`config.mk`:
```
export PLATFORM = sky130hd
export DESIGN_NAME = sdram_bank_command_state_logic
export DESIGN_NICKNAME = d
export VERILOG_FILES = /design/src/bank_state.v /design/src/sdram_bank_command_state_logic.v
export VERILOG_INCLUDE_DIRS = /design/src
export SDC_FILE = /design/constraint.sdc
export NUM_CORES = 1
export LEC_CHECK = 0
export ABC_AREA = 1
export BUFFER_PORTS_ARGS = -buffer_cell sky130_fd_sc_hd__buf_2
export CAP_MARGIN = 25
export CORE_MARGIN = 4
export CORE_UTILIZATION = 50
export CTS_CLUSTER_SIZE = 16
export DETAILED_ROUTE_END_ITERATION = 8
export PLACE_DENSITY = 0.67
export SETUP_SLACK_MARGIN = 0.02
export SYNTH_ARGS = -nofsm -noshare
export SYNTH_HDL_FRONTEND = slang
export SYNTH_SLANG_ARGS = --single-unit
export TNS_END_PERCENT = 5
```
`constraint.sdc`:
```
create_clock -name clk -period 2.6 [get_ports clk]
set_input_delay 0.52 -clock clk [delete_from_list [all_inputs] [get_ports clk]]
set_output_delay 0.52 -clock clk [all_outputs]
set_load 0.005 [all_outputs]
```
`src/sdram_bank_regs.vh`:
```
// timing constants and encodings for the sdram bank command state logic
`ifndef SDRAM_BANK_REGS_VH
`define SDRAM_BANK_REGS_VH

`define CLK_PERIOD_NS          10
`define PRECHARGE_PERIOD_NS    20
`define ACT_TO_ACCESS_NS       20
`define WRITE_RECOVERY_NS      14
`define REFRESH_CYCLE_NS       70
`define MODE_LOAD_DELAY_NS     20
`define SELF_REFRESH_EXIT_NS   80
`define READ_LATENCY_CYC       3
`define BURST_LEN_CYC          4

// least times, rounded up to whole cycles
`define CYC_UP(t) (((t) + `CLK_PERIOD_NS - 1) / `CLK_PERIOD_NS)
`define PRECHARGE_CYC          `CYC_UP(`PRECHARGE_PERIOD_NS)
`define ACT_TO_ACCESS_CYC      `CYC_UP(`ACT_TO_ACCESS_NS)
`define WRITE_RECOVERY_CYC     `CYC_UP(`WRITE_RECOVERY_NS)
`define REFRESH_CYCLE_CYC      `CYC_UP(`REFRESH_CYCLE_NS)
`define MODE_LOAD_DELAY_CYC    `CYC_UP(`MODE_LOAD_DELAY_NS)
`define SELF_REFRESH_EXIT_CYC  `CYC_UP(`SELF_REFRESH_EXIT_NS)

// command codes {cs,ras,cas,we}
`define CMD_NOP        4'b0111
`define CMD_ACTIVE     4'b0011
`define CMD_READ       4'b0101
`define CMD_WRITE      4'b0100
`define CMD_PRECHARGE  4'b0010
`define CMD_REFRESH    4'b0001
`define CMD_LOAD_MODE  4'b0000
`define CMD_BURST_TERM 4'b0110

// bank states
`define BS_IDLE        3'h0
`define BS_ACTIVATING  3'h1
`define BS_ROW_ACTIVE  3'h2
`define BS_READ        3'h3
`define BS_WRITE       3'h4
`define BS_PRECHARGING 3'h5
`define BS_RECOVERY    3'h6

// device states
`define DS_NORMAL      3'h0
`define DS_POWER_DOWN  3'h1
`define DS_SELF_REF    3'h2
`define DS_SELF_EXIT   3'h3
`define DS_SUSPEND     3'h4
`define DS_REFRESHING  3'h5
`define DS_MODE_LOAD   3'h6

`endif

```
`src/bank_state.v`:
```
// state tracker for one sdram bank
`timescale 1ns/1ns
`include "sdram_bank_regs.vh"
module bank_state #(
	parameter CW = 8
) (
	input  wire          clk,
	input  wire          rst_n,
	input  wire          run,
	input  wire          act,
	input  wire          rd,
	input  wire          wr,
	input  wire          ap,
	input  wire          pre,
	input  wire          stop,
	input  wire          intr,
	input  wire          burst_done,
	input  wire [CW-1:0] pre_cyc,
	input  wire [CW-1:0] act_cyc,
	input  wire [CW-1:0] wr_cyc,
	output reg  [2:0]    state_q,
	output reg           ap_q
);
	reg  [2:0]    state_d;
	reg  [CW-1:0] cnt_q;
	reg  [CW-1:0] cnt_d;
	reg           ap_d;

	always @* begin
		state_d = state_q;
		cnt_d   = (cnt_q != {CW{1'b0}}) ? cnt_q - 1'b1 : cnt_q;
		ap_d    = ap_q;
		if (!run) begin
			state_d = state_q;
			cnt_d   = cnt_q;
		end else if (act && state_q == `BS_IDLE) begin
			state_d = `BS_ACTIVATING;
			cnt_d   = act_cyc - 1'b1;
		end else if (pre && (state_q != `BS_PRECHARGING)) begin
			state_d = `BS_PRECHARGING;
			cnt_d   = pre_cyc - 1'b1;
			ap_d    = 1'b0;
		end else if (rd || wr) begin
			state_d = rd ? `BS_READ : `BS_WRITE;
			ap_d    = ap;
		end else if (intr && ap_q) begin
			// interrupted auto precharge burst waits write recovery
			state_d = `BS_RECOVERY;
			cnt_d   = wr_cyc - 1'b1;
		end else begin
			case (state_q)
			`BS_ACTIVATING: if (cnt_q == {CW{1'b0}}) state_d = `BS_ROW_ACTIVE;
			`BS_PRECHARGING: if (cnt_q == {CW{1'b0}}) state_d = `BS_IDLE;
			`BS_RECOVERY: if (cnt_q == {CW{1'b0}}) begin
				state_d = `BS_PRECHARGING;
				cnt_d   = pre_cyc - 1'b1;
				ap_d    = 1'b0;
			end
			`BS_READ, `BS_WRITE: if (stop || burst_done) begin
				if (ap_q && burst_done) begin
					state_d = (state_q == `BS_WRITE) ? `BS_RECOVERY : `BS_PRECHARGING;
					cnt_d   = (state_q == `BS_WRITE) ? wr_cyc - 1'b1 : pre_cyc - 1'b1;
					ap_d    = state_q == `BS_WRITE;
				end else begin
					state_d = `BS_ROW_ACTIVE;
				end
			end
			default: state_d = state_q;
			endcase
		end
	end

	always @(posedge clk or negedge rst_n) begin
		if (!rst_n) begin
			state_q <= `BS_IDLE;
			cnt_q   <= {CW{1'b0}};
			ap_q    <= 1'b0;
		end else begin
			state_q <= state_d;
			cnt_q   <= cnt_d;
			ap_q    <= ap_d;
		end
	end
endmodule

```
`src/sdram_bank_command_state_logic.v`:
```
// command decode, power states and per-bank tracking for a quad-bank sdram
`timescale 1ns/1ns
`include "sdram_bank_regs.vh"
// Contract
// read to other bank stops auto precharge write; data after read latency
// interrupted auto precharge write precharges after write recovery from read
// data one clock before interrupting read is last write to old bank
// write to other bank interrupting auto precharge write: same recovery rule
// power transitions use clock-gate level now and at previous edge; exits here check only the current level
// leaving power-down: all banks idle, command accepted next edge
// controller sends only nop or inhibit during self refresh exit time
// leaving clock suspend resumes operation, next command next edge
// command decode from the four strobes
// controller sends commands only to banks in fitting states
// precharge cuts read burst short; read or write also accepted
// precharge cuts write burst short; read or write also accepted
// bank rules only with clock-gate high twice and after self refresh exit
// idle only after precharge and precharge period
// row active only after activate delay, no burst in progress
// controller leaves busy banks alone
// activating and precharging states have timed ends
// auto refresh holds device busy for refresh cycle time
// mode load holds device busy for mode load delay
// precharge all idles all banks after precharge period
// controller refreshes and loads mode only with all banks idle
// controller precharges all only from allowed states
// clock-gate low with nop and no access enters power-down
// burst terminate stops latest burst of any bank
// refresh with falling clock-gate and all idle enters self refresh
// falling clock-gate during burst with write or nop enters suspend
module sdram_bank_command_state_logic #(
	parameter NB = 4,
	parameter CW = 8,
	parameter BURST = `BURST_LEN_CYC
) (
	input  wire        clk,
	input  wire        rst_n,
	input  wire        clk_gate,
	input  wire        chip_sel_n,
	input  wire        row_strobe_n,
	input  wire        col_strobe_n,
	input  wire        write_strobe_n,
	input  wire [1:0]  bank_addr,
	input  wire        auto_pre,
	output reg  [11:0] bank_states,
	output reg  [2:0]  dev_state,
	output reg         all_idle,
	output reg         write_commit,
	output reg  [1:0]  write_commit_bank,
	output reg         read_data_valid,
	output reg  [1:0]  read_data_bank,
	output reg         cmd_accepted
);
	localparam [CW-1:0] PRE_CYC = `PRECHARGE_CYC;
	localparam [CW-1:0] ACT_CYC = `ACT_TO_ACCESS_CYC;
	localparam [CW-1:0] WR_CYC  = `WRITE_RECOVERY_CYC;
	localparam [CW-1:0] RC_CYC  = `REFRESH_CYCLE_CYC;
	localparam [CW-1:0] MRD_CYC = `MODE_LOAD_DELAY_CYC;
	localparam [CW-1:0] XSR_CYC = `SELF_REFRESH_EXIT_CYC;
	localparam [CW-1:0] BL      = BURST;
	localparam RL = `READ_LATENCY_CYC;

	////////////////////////////////////////////////////////////////////////
	// decode
	wire [3:0] cmd = {chip_sel_n, row_strobe_n, col_strobe_n, write_strobe_n};
	wire is_inh  = chip_sel_n;
	wire is_nop  = is_inh || cmd == `CMD_NOP;
	wire is_act  = !is_inh && cmd == `CMD_ACTIVE;
	wire is_rd   = !is_inh && cmd == `CMD_READ;
	wire is_wr   = !is_inh && cmd == `CMD_WRITE;
	wire is_pre  = !is_inh && cmd == `CMD_PRECHARGE;
	wire is_ref  = !is_inh && cmd == `CMD_REFRESH;
	wire is_lmr  = !is_inh && cmd == `CMD_LOAD_MODE;
	wire is_bst  = !is_inh && cmd == `CMD_BURST_TERM;
	// auto_pre doubles as the precharge-all select on a precharge
	wire pre_all = is_pre && auto_pre;

	reg        gate_prev_q;
	reg [2:0]  dstate_q;
	reg [2:0]  dstate_d;
	reg [CW-1:0] dcnt_q;
	reg [CW-1:0] dcnt_d;
	reg [CW-1:0] bcnt_q;
	reg [CW-1:0] bcnt_d;
	reg        burst_on_q;
	reg        burst_on_d;
	reg        burst_wr_q;
	reg        burst_wr_d;
	reg [1:0]  burst_bank_q;
	reg [1:0]  burst_bank_d;
	reg [RL-1:0] rpipe_v_q;
	reg [2*RL-1:0] rpipe_b_q;

	wire [3*NB-1:0] bst;
	wire [NB-1:0]   idle_v;
	wire [NB-1:0]   busy_v;

	// bank commands only with gate high at both edges
	wire normal = dstate_q == `DS_NORMAL && gate_prev_q && clk_gate;
	wire all_ok = &idle_v;
	wire access = |busy_v || burst_on_q;
	wire new_burst = normal && (is_rd || is_wr);

	////////////////////////////////////////////////////////////////////////
	// device power and refresh states
	always @* begin
		dstate_d = dstate_q;
		dcnt_d   = (dcnt_q != {CW{1'b0}}) ? dcnt_q - 1'b1 : dcnt_q;
		case (dstate_q)
		`DS_NORMAL: begin
			if (gate_prev_q && !clk_gate) begin
				if (is_ref && all_ok)
					dstate_d = `DS_SELF_REF;
				else if (burst_on_q && (is_nop || is_wr))
					dstate_d = `DS_SUSPEND;
				else if (is_nop && !burst_on_q)
					dstate_d = `DS_POWER_DOWN;
			end else if (normal && is_ref) begin
				dstate_d = `DS_REFRESHING;
				dcnt_d   = RC_CYC - 1'b1;
			end else if (normal && is_lmr) begin
				dstate_d = `DS_MODE_LOAD;
				dcnt_d   = MRD_CYC - 1'b1;
			end
		end
		`DS_POWER_DOWN: if (clk_gate && is_nop) dstate_d = `DS_NORMAL;
		`DS_SELF_REF: if (clk_gate && is_nop) begin
			dstate_d = `DS_SELF_EXIT;
			dcnt_d   = XSR_CYC - 1'b1;
		end
		// bank commands not accepted until exit time passes
		`DS_SELF_EXIT: if (dcnt_q == {CW{1'b0}}) dstate_d = `DS_NORMAL;
		`DS_SUSPEND: if (clk_gate) dstate_d = `DS_NORMAL;
		`DS_REFRESHING, `DS_MODE_LOAD:
			if (dcnt_q == {CW{1'b0}}) dstate_d = `DS_NORMAL;
		default: dstate_d = `DS_NORMAL;
		endcase
	end

	////////////////////////////////////////////////////////////////////////
	// most recent burst tracking, shared by all banks
	wire frozen = dstate_q == `DS_SUSPEND || dstate_d == `DS_SUSPEND;
	wire cut = normal && (is_bst || (is_pre && (pre_all || bank_addr == burst_bank_q)));
	wire done = burst_on_q && !frozen && bcnt_q == {{(CW-1){1'b0}}, 1'b1};
	always @* begin
		burst_on_d   = burst_on_q;
		burst_wr_d   = burst_wr_q;
		burst_bank_d = burst_bank_q;
		bcnt_d       = bcnt_q;
		if (new_burst) begin
			burst_on_d   = 1'b1;
			burst_wr_d   = is_wr;
			burst_bank_d = bank_addr;
			bcnt_d       = BL;
		end else if (cut || done) begin
			burst_on_d = 1'b0;
			bcnt_d     = {CW{1'b0}};
		end else if (burst_on_q && !frozen) begin
			bcnt_d = bcnt_q - 1'b1;
		end
	end

	////////////////////////////////////////////////////////////////////////
	// banks
	genvar g;
	generate
		for (g = 0; g < NB; g = g + 1) begin : bank
			wire sel = bank_addr == g;
			wire mine = burst_bank_q == g;
			// burst on this bank preempted by an access to another
			wire intr = new_burst && !sel && burst_on_q && mine;
			bank_state #(.CW(CW)) u_bank (
				.clk       (clk),
				.rst_n     (rst_n),
				.run       (!frozen),
				.act       (normal && is_act && sel),
				.rd        (normal && is_rd && sel),
				.wr        (normal && is_wr && sel),
				.ap        (auto_pre),
				.pre       (normal && is_pre && (sel || pre_all)),
				.stop      ((cut || intr) && mine),
				.intr      (intr),
				.burst_done(done && mine),
				.pre_cyc   (PRE_CYC),
				.act_cyc   (ACT_CYC),
				.wr_cyc    (WR_CYC),
				.state_q   (bst[3*g+2:3*g]),
				.ap_q      ()
			);
			assign idle_v[g] = bst[3*g+2:3*g] == `BS_IDLE;
			assign busy_v[g] = bst[3*g+2:3*g] == `BS_READ || bst[3*g+2:3*g] == `BS_WRITE;
		end
	endgenerate

	////////////////////////////////////////////////////////////////////////
	// registers and outputs
	always @(posedge clk or negedge rst_n) begin
		if (!rst_n) begin
			gate_prev_q       <= 1'b1;
			dstate_q          <= `DS_NORMAL;
			dcnt_q            <= {CW{1'b0}};
			bcnt_q            <= {CW{1'b0}};
			burst_on_q        <= 1'b0;
			burst_wr_q        <= 1'b0;
			burst_bank_q      <= 2'h0;
			rpipe_v_q         <= {RL{1'b0}};
			rpipe_b_q         <= {(2*RL){1'b0}};
			bank_states       <= 12'h000;
			dev_state         <= 3'h0;
			all_idle          <= 1'b1;
			write_commit      <= 1'b0;
			write_commit_bank <= 2'h0;
			read_data_valid   <= 1'b0;
			read_data_bank    <= 2'h0;
			cmd_accepted      <= 1'b0;
		end else begin
			gate_prev_q  <= clk_gate;
			dstate_q     <= dstate_d;
			dcnt_q       <= dcnt_d;
			bcnt_q       <= bcnt_d;
			burst_on_q   <= burst_on_d;
			burst_wr_q   <= burst_wr_d;
			burst_bank_q <= burst_bank_d;
			// read data after read latency, no beat pushed while suspended
			rpipe_v_q <= {rpipe_v_q[RL-2:0], burst_on_d && !burst_wr_d && !frozen};
			rpipe_b_q <= {rpipe_b_q[2*RL-3:0], burst_bank_d};
			read_data_valid <= rpipe_v_q[RL-1];
			read_data_bank  <= rpipe_b_q[2*RL-1:2*RL-2];
			// data is written only on edges where the write burst stays live;
			// an interrupting command edge writes nothing to the old bank
			write_commit      <= burst_on_q && burst_wr_q && !frozen && !cut && !new_burst && !done
				|| (normal && is_wr);
			write_commit_bank <= (normal && is_wr) ? bank_addr : burst_bank_q;
			bank_states  <= bst;
			dev_state    <= dstate_d;
			all_idle     <= all_ok && !access;
			cmd_accepted <= normal && !is_nop;
		end
	end
endmodule

```
==> flow_metrics.py <==
metrics = {
    "outcome": {
        "outcome": "complete, no violations",
    },
    "clock_tree": {
        "postCtsHoldBufs": 0,
        "clk_path_buf_depth": 2,
        "cts_made_buffers": 9,
        "clk_latency_ns": 0.36,
        "cts_sinks": 99,
        "htree_levels": 3,
        "cts_tree": "done",
        "clkTransAtPathRegs_ns": 0.07,
        "root_buffer": "clkbuf_16",
    },
    "die": {
        "rows": 42,
        "io_pins": 33,
        "die-area_sq_um": 15600,
        "die_w_microns": 125,
        "core_area_sq_um": 13300,
        "initial_core_util_pct": 51.3,
        "die_h_microns": 125,
    },
    "yosys": {
        "synth_cells": 978,
        "synth_edf_count": 0,
        "ys_top_cells_by_area": "dfrtp_1 35%, nand2_1 13%, inv_1 7.7%",
        "synthArstFlopShare_pct": 100,
        "ys_warn_count": 0,
        "ys_seq_area_share_pct": 36.2,
        "synth-main-ff-cell": "dfrtp_1",
        "ys_types": 54,
        "syn-num-nets": 1003,
        "synth_seq_cells": 99,
        "yosys.cell_count.top_type": "nand2_1",
        "synth_top_area_share_pct": 35.4,
        "syn-mean-instance-area_sq_um": 7.00,
        "synth.largest_area_cell": "dfrtp_1",
        "synth_commonest_cells": "241 x nand2_1, 141 x inv_1, 141 x nor2_1",
        "syn-cell-area_sq_um": 6850,
    },
    "layout": {
        "nFillCells": 1296,
        "design_area_sq_um": 7840,
        "syn_to_final_growth_pct": 14.5,
        "diodes": 0,
        "multi_input_area_sq_um": 3810,
        "nets": 1072,
        "drive_gt1_share_pct": 16.9,
        "seqCellArea_sq_um": 2480,
    },
    "routing": {
        "antenna_left": 0,
        "wl_per_cell_microns": 13.6,
        "dr_total_vias": 6365,
        "dr.first_iter.drc_count": 407,
        "wirelength_microns": 16700,
        "viasPerCell": 5.18,
        "drcViolationCount": 0,
        "dr.pass1.iters": 5,
    },
    "placed_design": {
        "place_area_sq_um": 7410,
        "place_congestion": 0.941,
        "portBuffers": 32,
        "dpl.hpwl_microns": 12700,
    },
    "global_route": {
        "grt_pass1_wl_microns": 28200,
        "gr-usage-all-layers_pct": 21.7,
        "grt_use_met1_pct": 30.3,
        "grtUsageMet3_pct": 5.37,
        "grt_pass1_vias": 5797,
        "grt.overflow.total": 0,
        "globalRouteMet2Util_pct": 33.9,
        "top_usage_layer": "met2",
        "antenna_found_initial": 1,
        "grt_max_degree": 40,
    },
    "timing": {
        "hold_violations": 0,
        "maxSlewHeadroom_pct": 61.1,
        "post-route-min-period_ns": 2.45,
        "tightestPinTransition_ns": 0.581,
        "setup_viol": 0,
        "max_freq_mhz": 408,
        "skew_ns": 0.00748,
        "grt_setup_unrepaired": "yes",
        "post-route-period-util_pct": 94.3,
        "drv_slew": 0,
    },
    "critical_path": {
        "cp-end-kind": "register",
        "worst-setup-path-type": "reg -> reg",
        "startpoint_type": "register",
        "crit_fanout": 6,
        "cp.required_ns": 2.89,
        "crit_arrival_ns": 2.74,
    },
    "power_and_ir_drop": {
        "p_total_w": 0.00724,
        "p_leak_nw": 4.02,
        "power_density_nw_per_um2": 924,
        "peakVddDrop_uv": 487,
    },
    "worst_hold_path": {
        "hold_path_class": "in -> async",
    },
    "flow_run": {
        "drv_cap": 0,
    },
}
==> state kept, by name, summed over array words and instances (netlist names) <==
register and cells:
bank.u_bank.ap_q 4, bank.u_bank.cnt_q 32, cmd_accepted 1, all_idle 1, burst_wr_q 1, dstate_q 3
bank_states 12, bcnt_q 8, write_commit 1, write_commit_bank 2, dcnt_q 8, bank.u_bank.state_q 12
read_data_valid 1, rpipe_v_q 3, read_data_bank 2, gate_prev_q 1, rpipe_b_q 6, burst_on_q 1
==> worst max-delay path, cell delays in order (launching register included) <==
cell and delay, ns:
dfrtp_1 0.39, inv_1 0.14, ha_4 0.17, nand3_2 0.11, nor2_4 0.16, nand3_4 0.13, nand3_1 0.10, nand3_1 0.09
a21oi_2 0.19, nand3_4 0.13, nand2_2 0.18, clkinvlp_4 0.20, buf_12 0.17, nand2_1 0.10, nand2_1 0.06, nand2_1 0.06
==> layout by cell type (no fill, tap or decap), types with 3 or more instances in the layout <==
master	Yosys	layout
nand2_2	12	15
nand3_4	4	5
nor2_4	3	5
nand3_1	53	52
a21oi_2	3	3
inv_1	141	140
or2_2	8	8
nor2_2	9	11
o31ai_1	4	4
buf_4	2	35
o21ai_0	24	24
o21ai_2	6	7
nor3_1	30	30
inv_2	14	14
nor2_1	141	137
xnor2_1	6	6
nor4_1	3	3
o21a_1	3	3
o32ai_1	5	5
o21ai_1	24	23
nand4_1	17	17
clkinv_4	0	3
o211ai_1	5	5
clkbuf_16	0	9
nand3_2	8	8
a21oi_1	32	32
xor2_1	23	23
ha_1	15	14
dfrtp_1	97	95
a211oi_1	4	4
a31oi_1	7	5
buf_2	6	31
nand2_1	241	238
==> cell type report <==
cell class,instances,share of cell area [%]
sequential,99,31.7
inverter,156,7.52
multi-input combinational,713,48.6
timing repair buffer,68,5.84
tap,176,2.81
clock inverter,5,0.495
clock buffer,11,3.10
==> path summary, 6_finish.rpt <==
path / startpoint / endpoint / slack, ns / cells past startpoint
hold / removal: rst_n / dcnt_q[5] / 0.11 / 1
hold reg to reg: rpipe_v_q[0] / rpipe_v_q[1] / 0.35 / 0
setup reg to reg: dcnt_q[0] / bank[0].u_bank.state_q[0] / 0.15 / 15
min in group clk: clk_gate / gate_prev_q / 0.33 / 1
setup / recovery: dcnt_q[0] / bank[0].u_bank.state_q[0] / 0.15 / 15
max in group asynchronous: rst_n / bank[0].u_bank.state_q[1] / 1.77 / 2
==> metal layers <==
metal  vias to the layer above  wire length, microns  share of wire (%)
met3                        27                   899                5.4
met5                         -                    14              0.084
met4                         2                   210                1.3
met2                       140                  7750                 46
met1                      2922                  7800                 47
li1                       3274                     -                  -
==> per-stage QoR <==
stage          hold slack [ns]  util (%)  setup WS [ns]  std cells  TNS [ns]
6_report                 0.112      58.7          0.149       1228         0
2_1_floorplan            0.224         -          0.446        978         0
5_1_grt                  0.131      58.7        -0.0335       1228    -0.280
3_3_place_gp             0.331      55.5        -0.0876       1206   -0.0876
4_1_cts                  0.124      57.7        0.00219       1222         0
3_5_place_dp             0.336      55.5         -0.120       1206    -0.120
==> logic make-up after synthesis <==
kind of cell / count (synthesis) / synth area share [%]
compound gates: 129 / 11.7
simple gates: 540 / 36.3
xor+xnor: 29 / 3.71
flops: 99 / 36.2
fa+ha+maj: 15 / 2.74
buf+inv: 166 / 9.42
==> power breakdown <==
part | total (W) | switching [W] | leakage (nW) | internal, W
combinational | 0.00335 | 0.00198 | 2.65 | 0.00137
sequential | 0.00260 | 0.000471 | 1.24 | 0.00213
clock | 0.00129 | 0.000610 | 0.136 | 0.000679
total | 0.00724 | 0.00306 | 4.02 | 0.00418
==> repair_timing <==
| action | in CTS | in global routing |
|---|---|---|
| gates resized for setup | 1 | 21 |
| pin swaps | 0 | 3 |
| setup buffers | 0 | 6 |
| endpoints found under the setup margin | 2 | 52 |
| gates cloned | 0 | 0 |
| hold endpoints to repair | 0 | 0 |
Note: power is estimated with default switching activity, not from simulation.
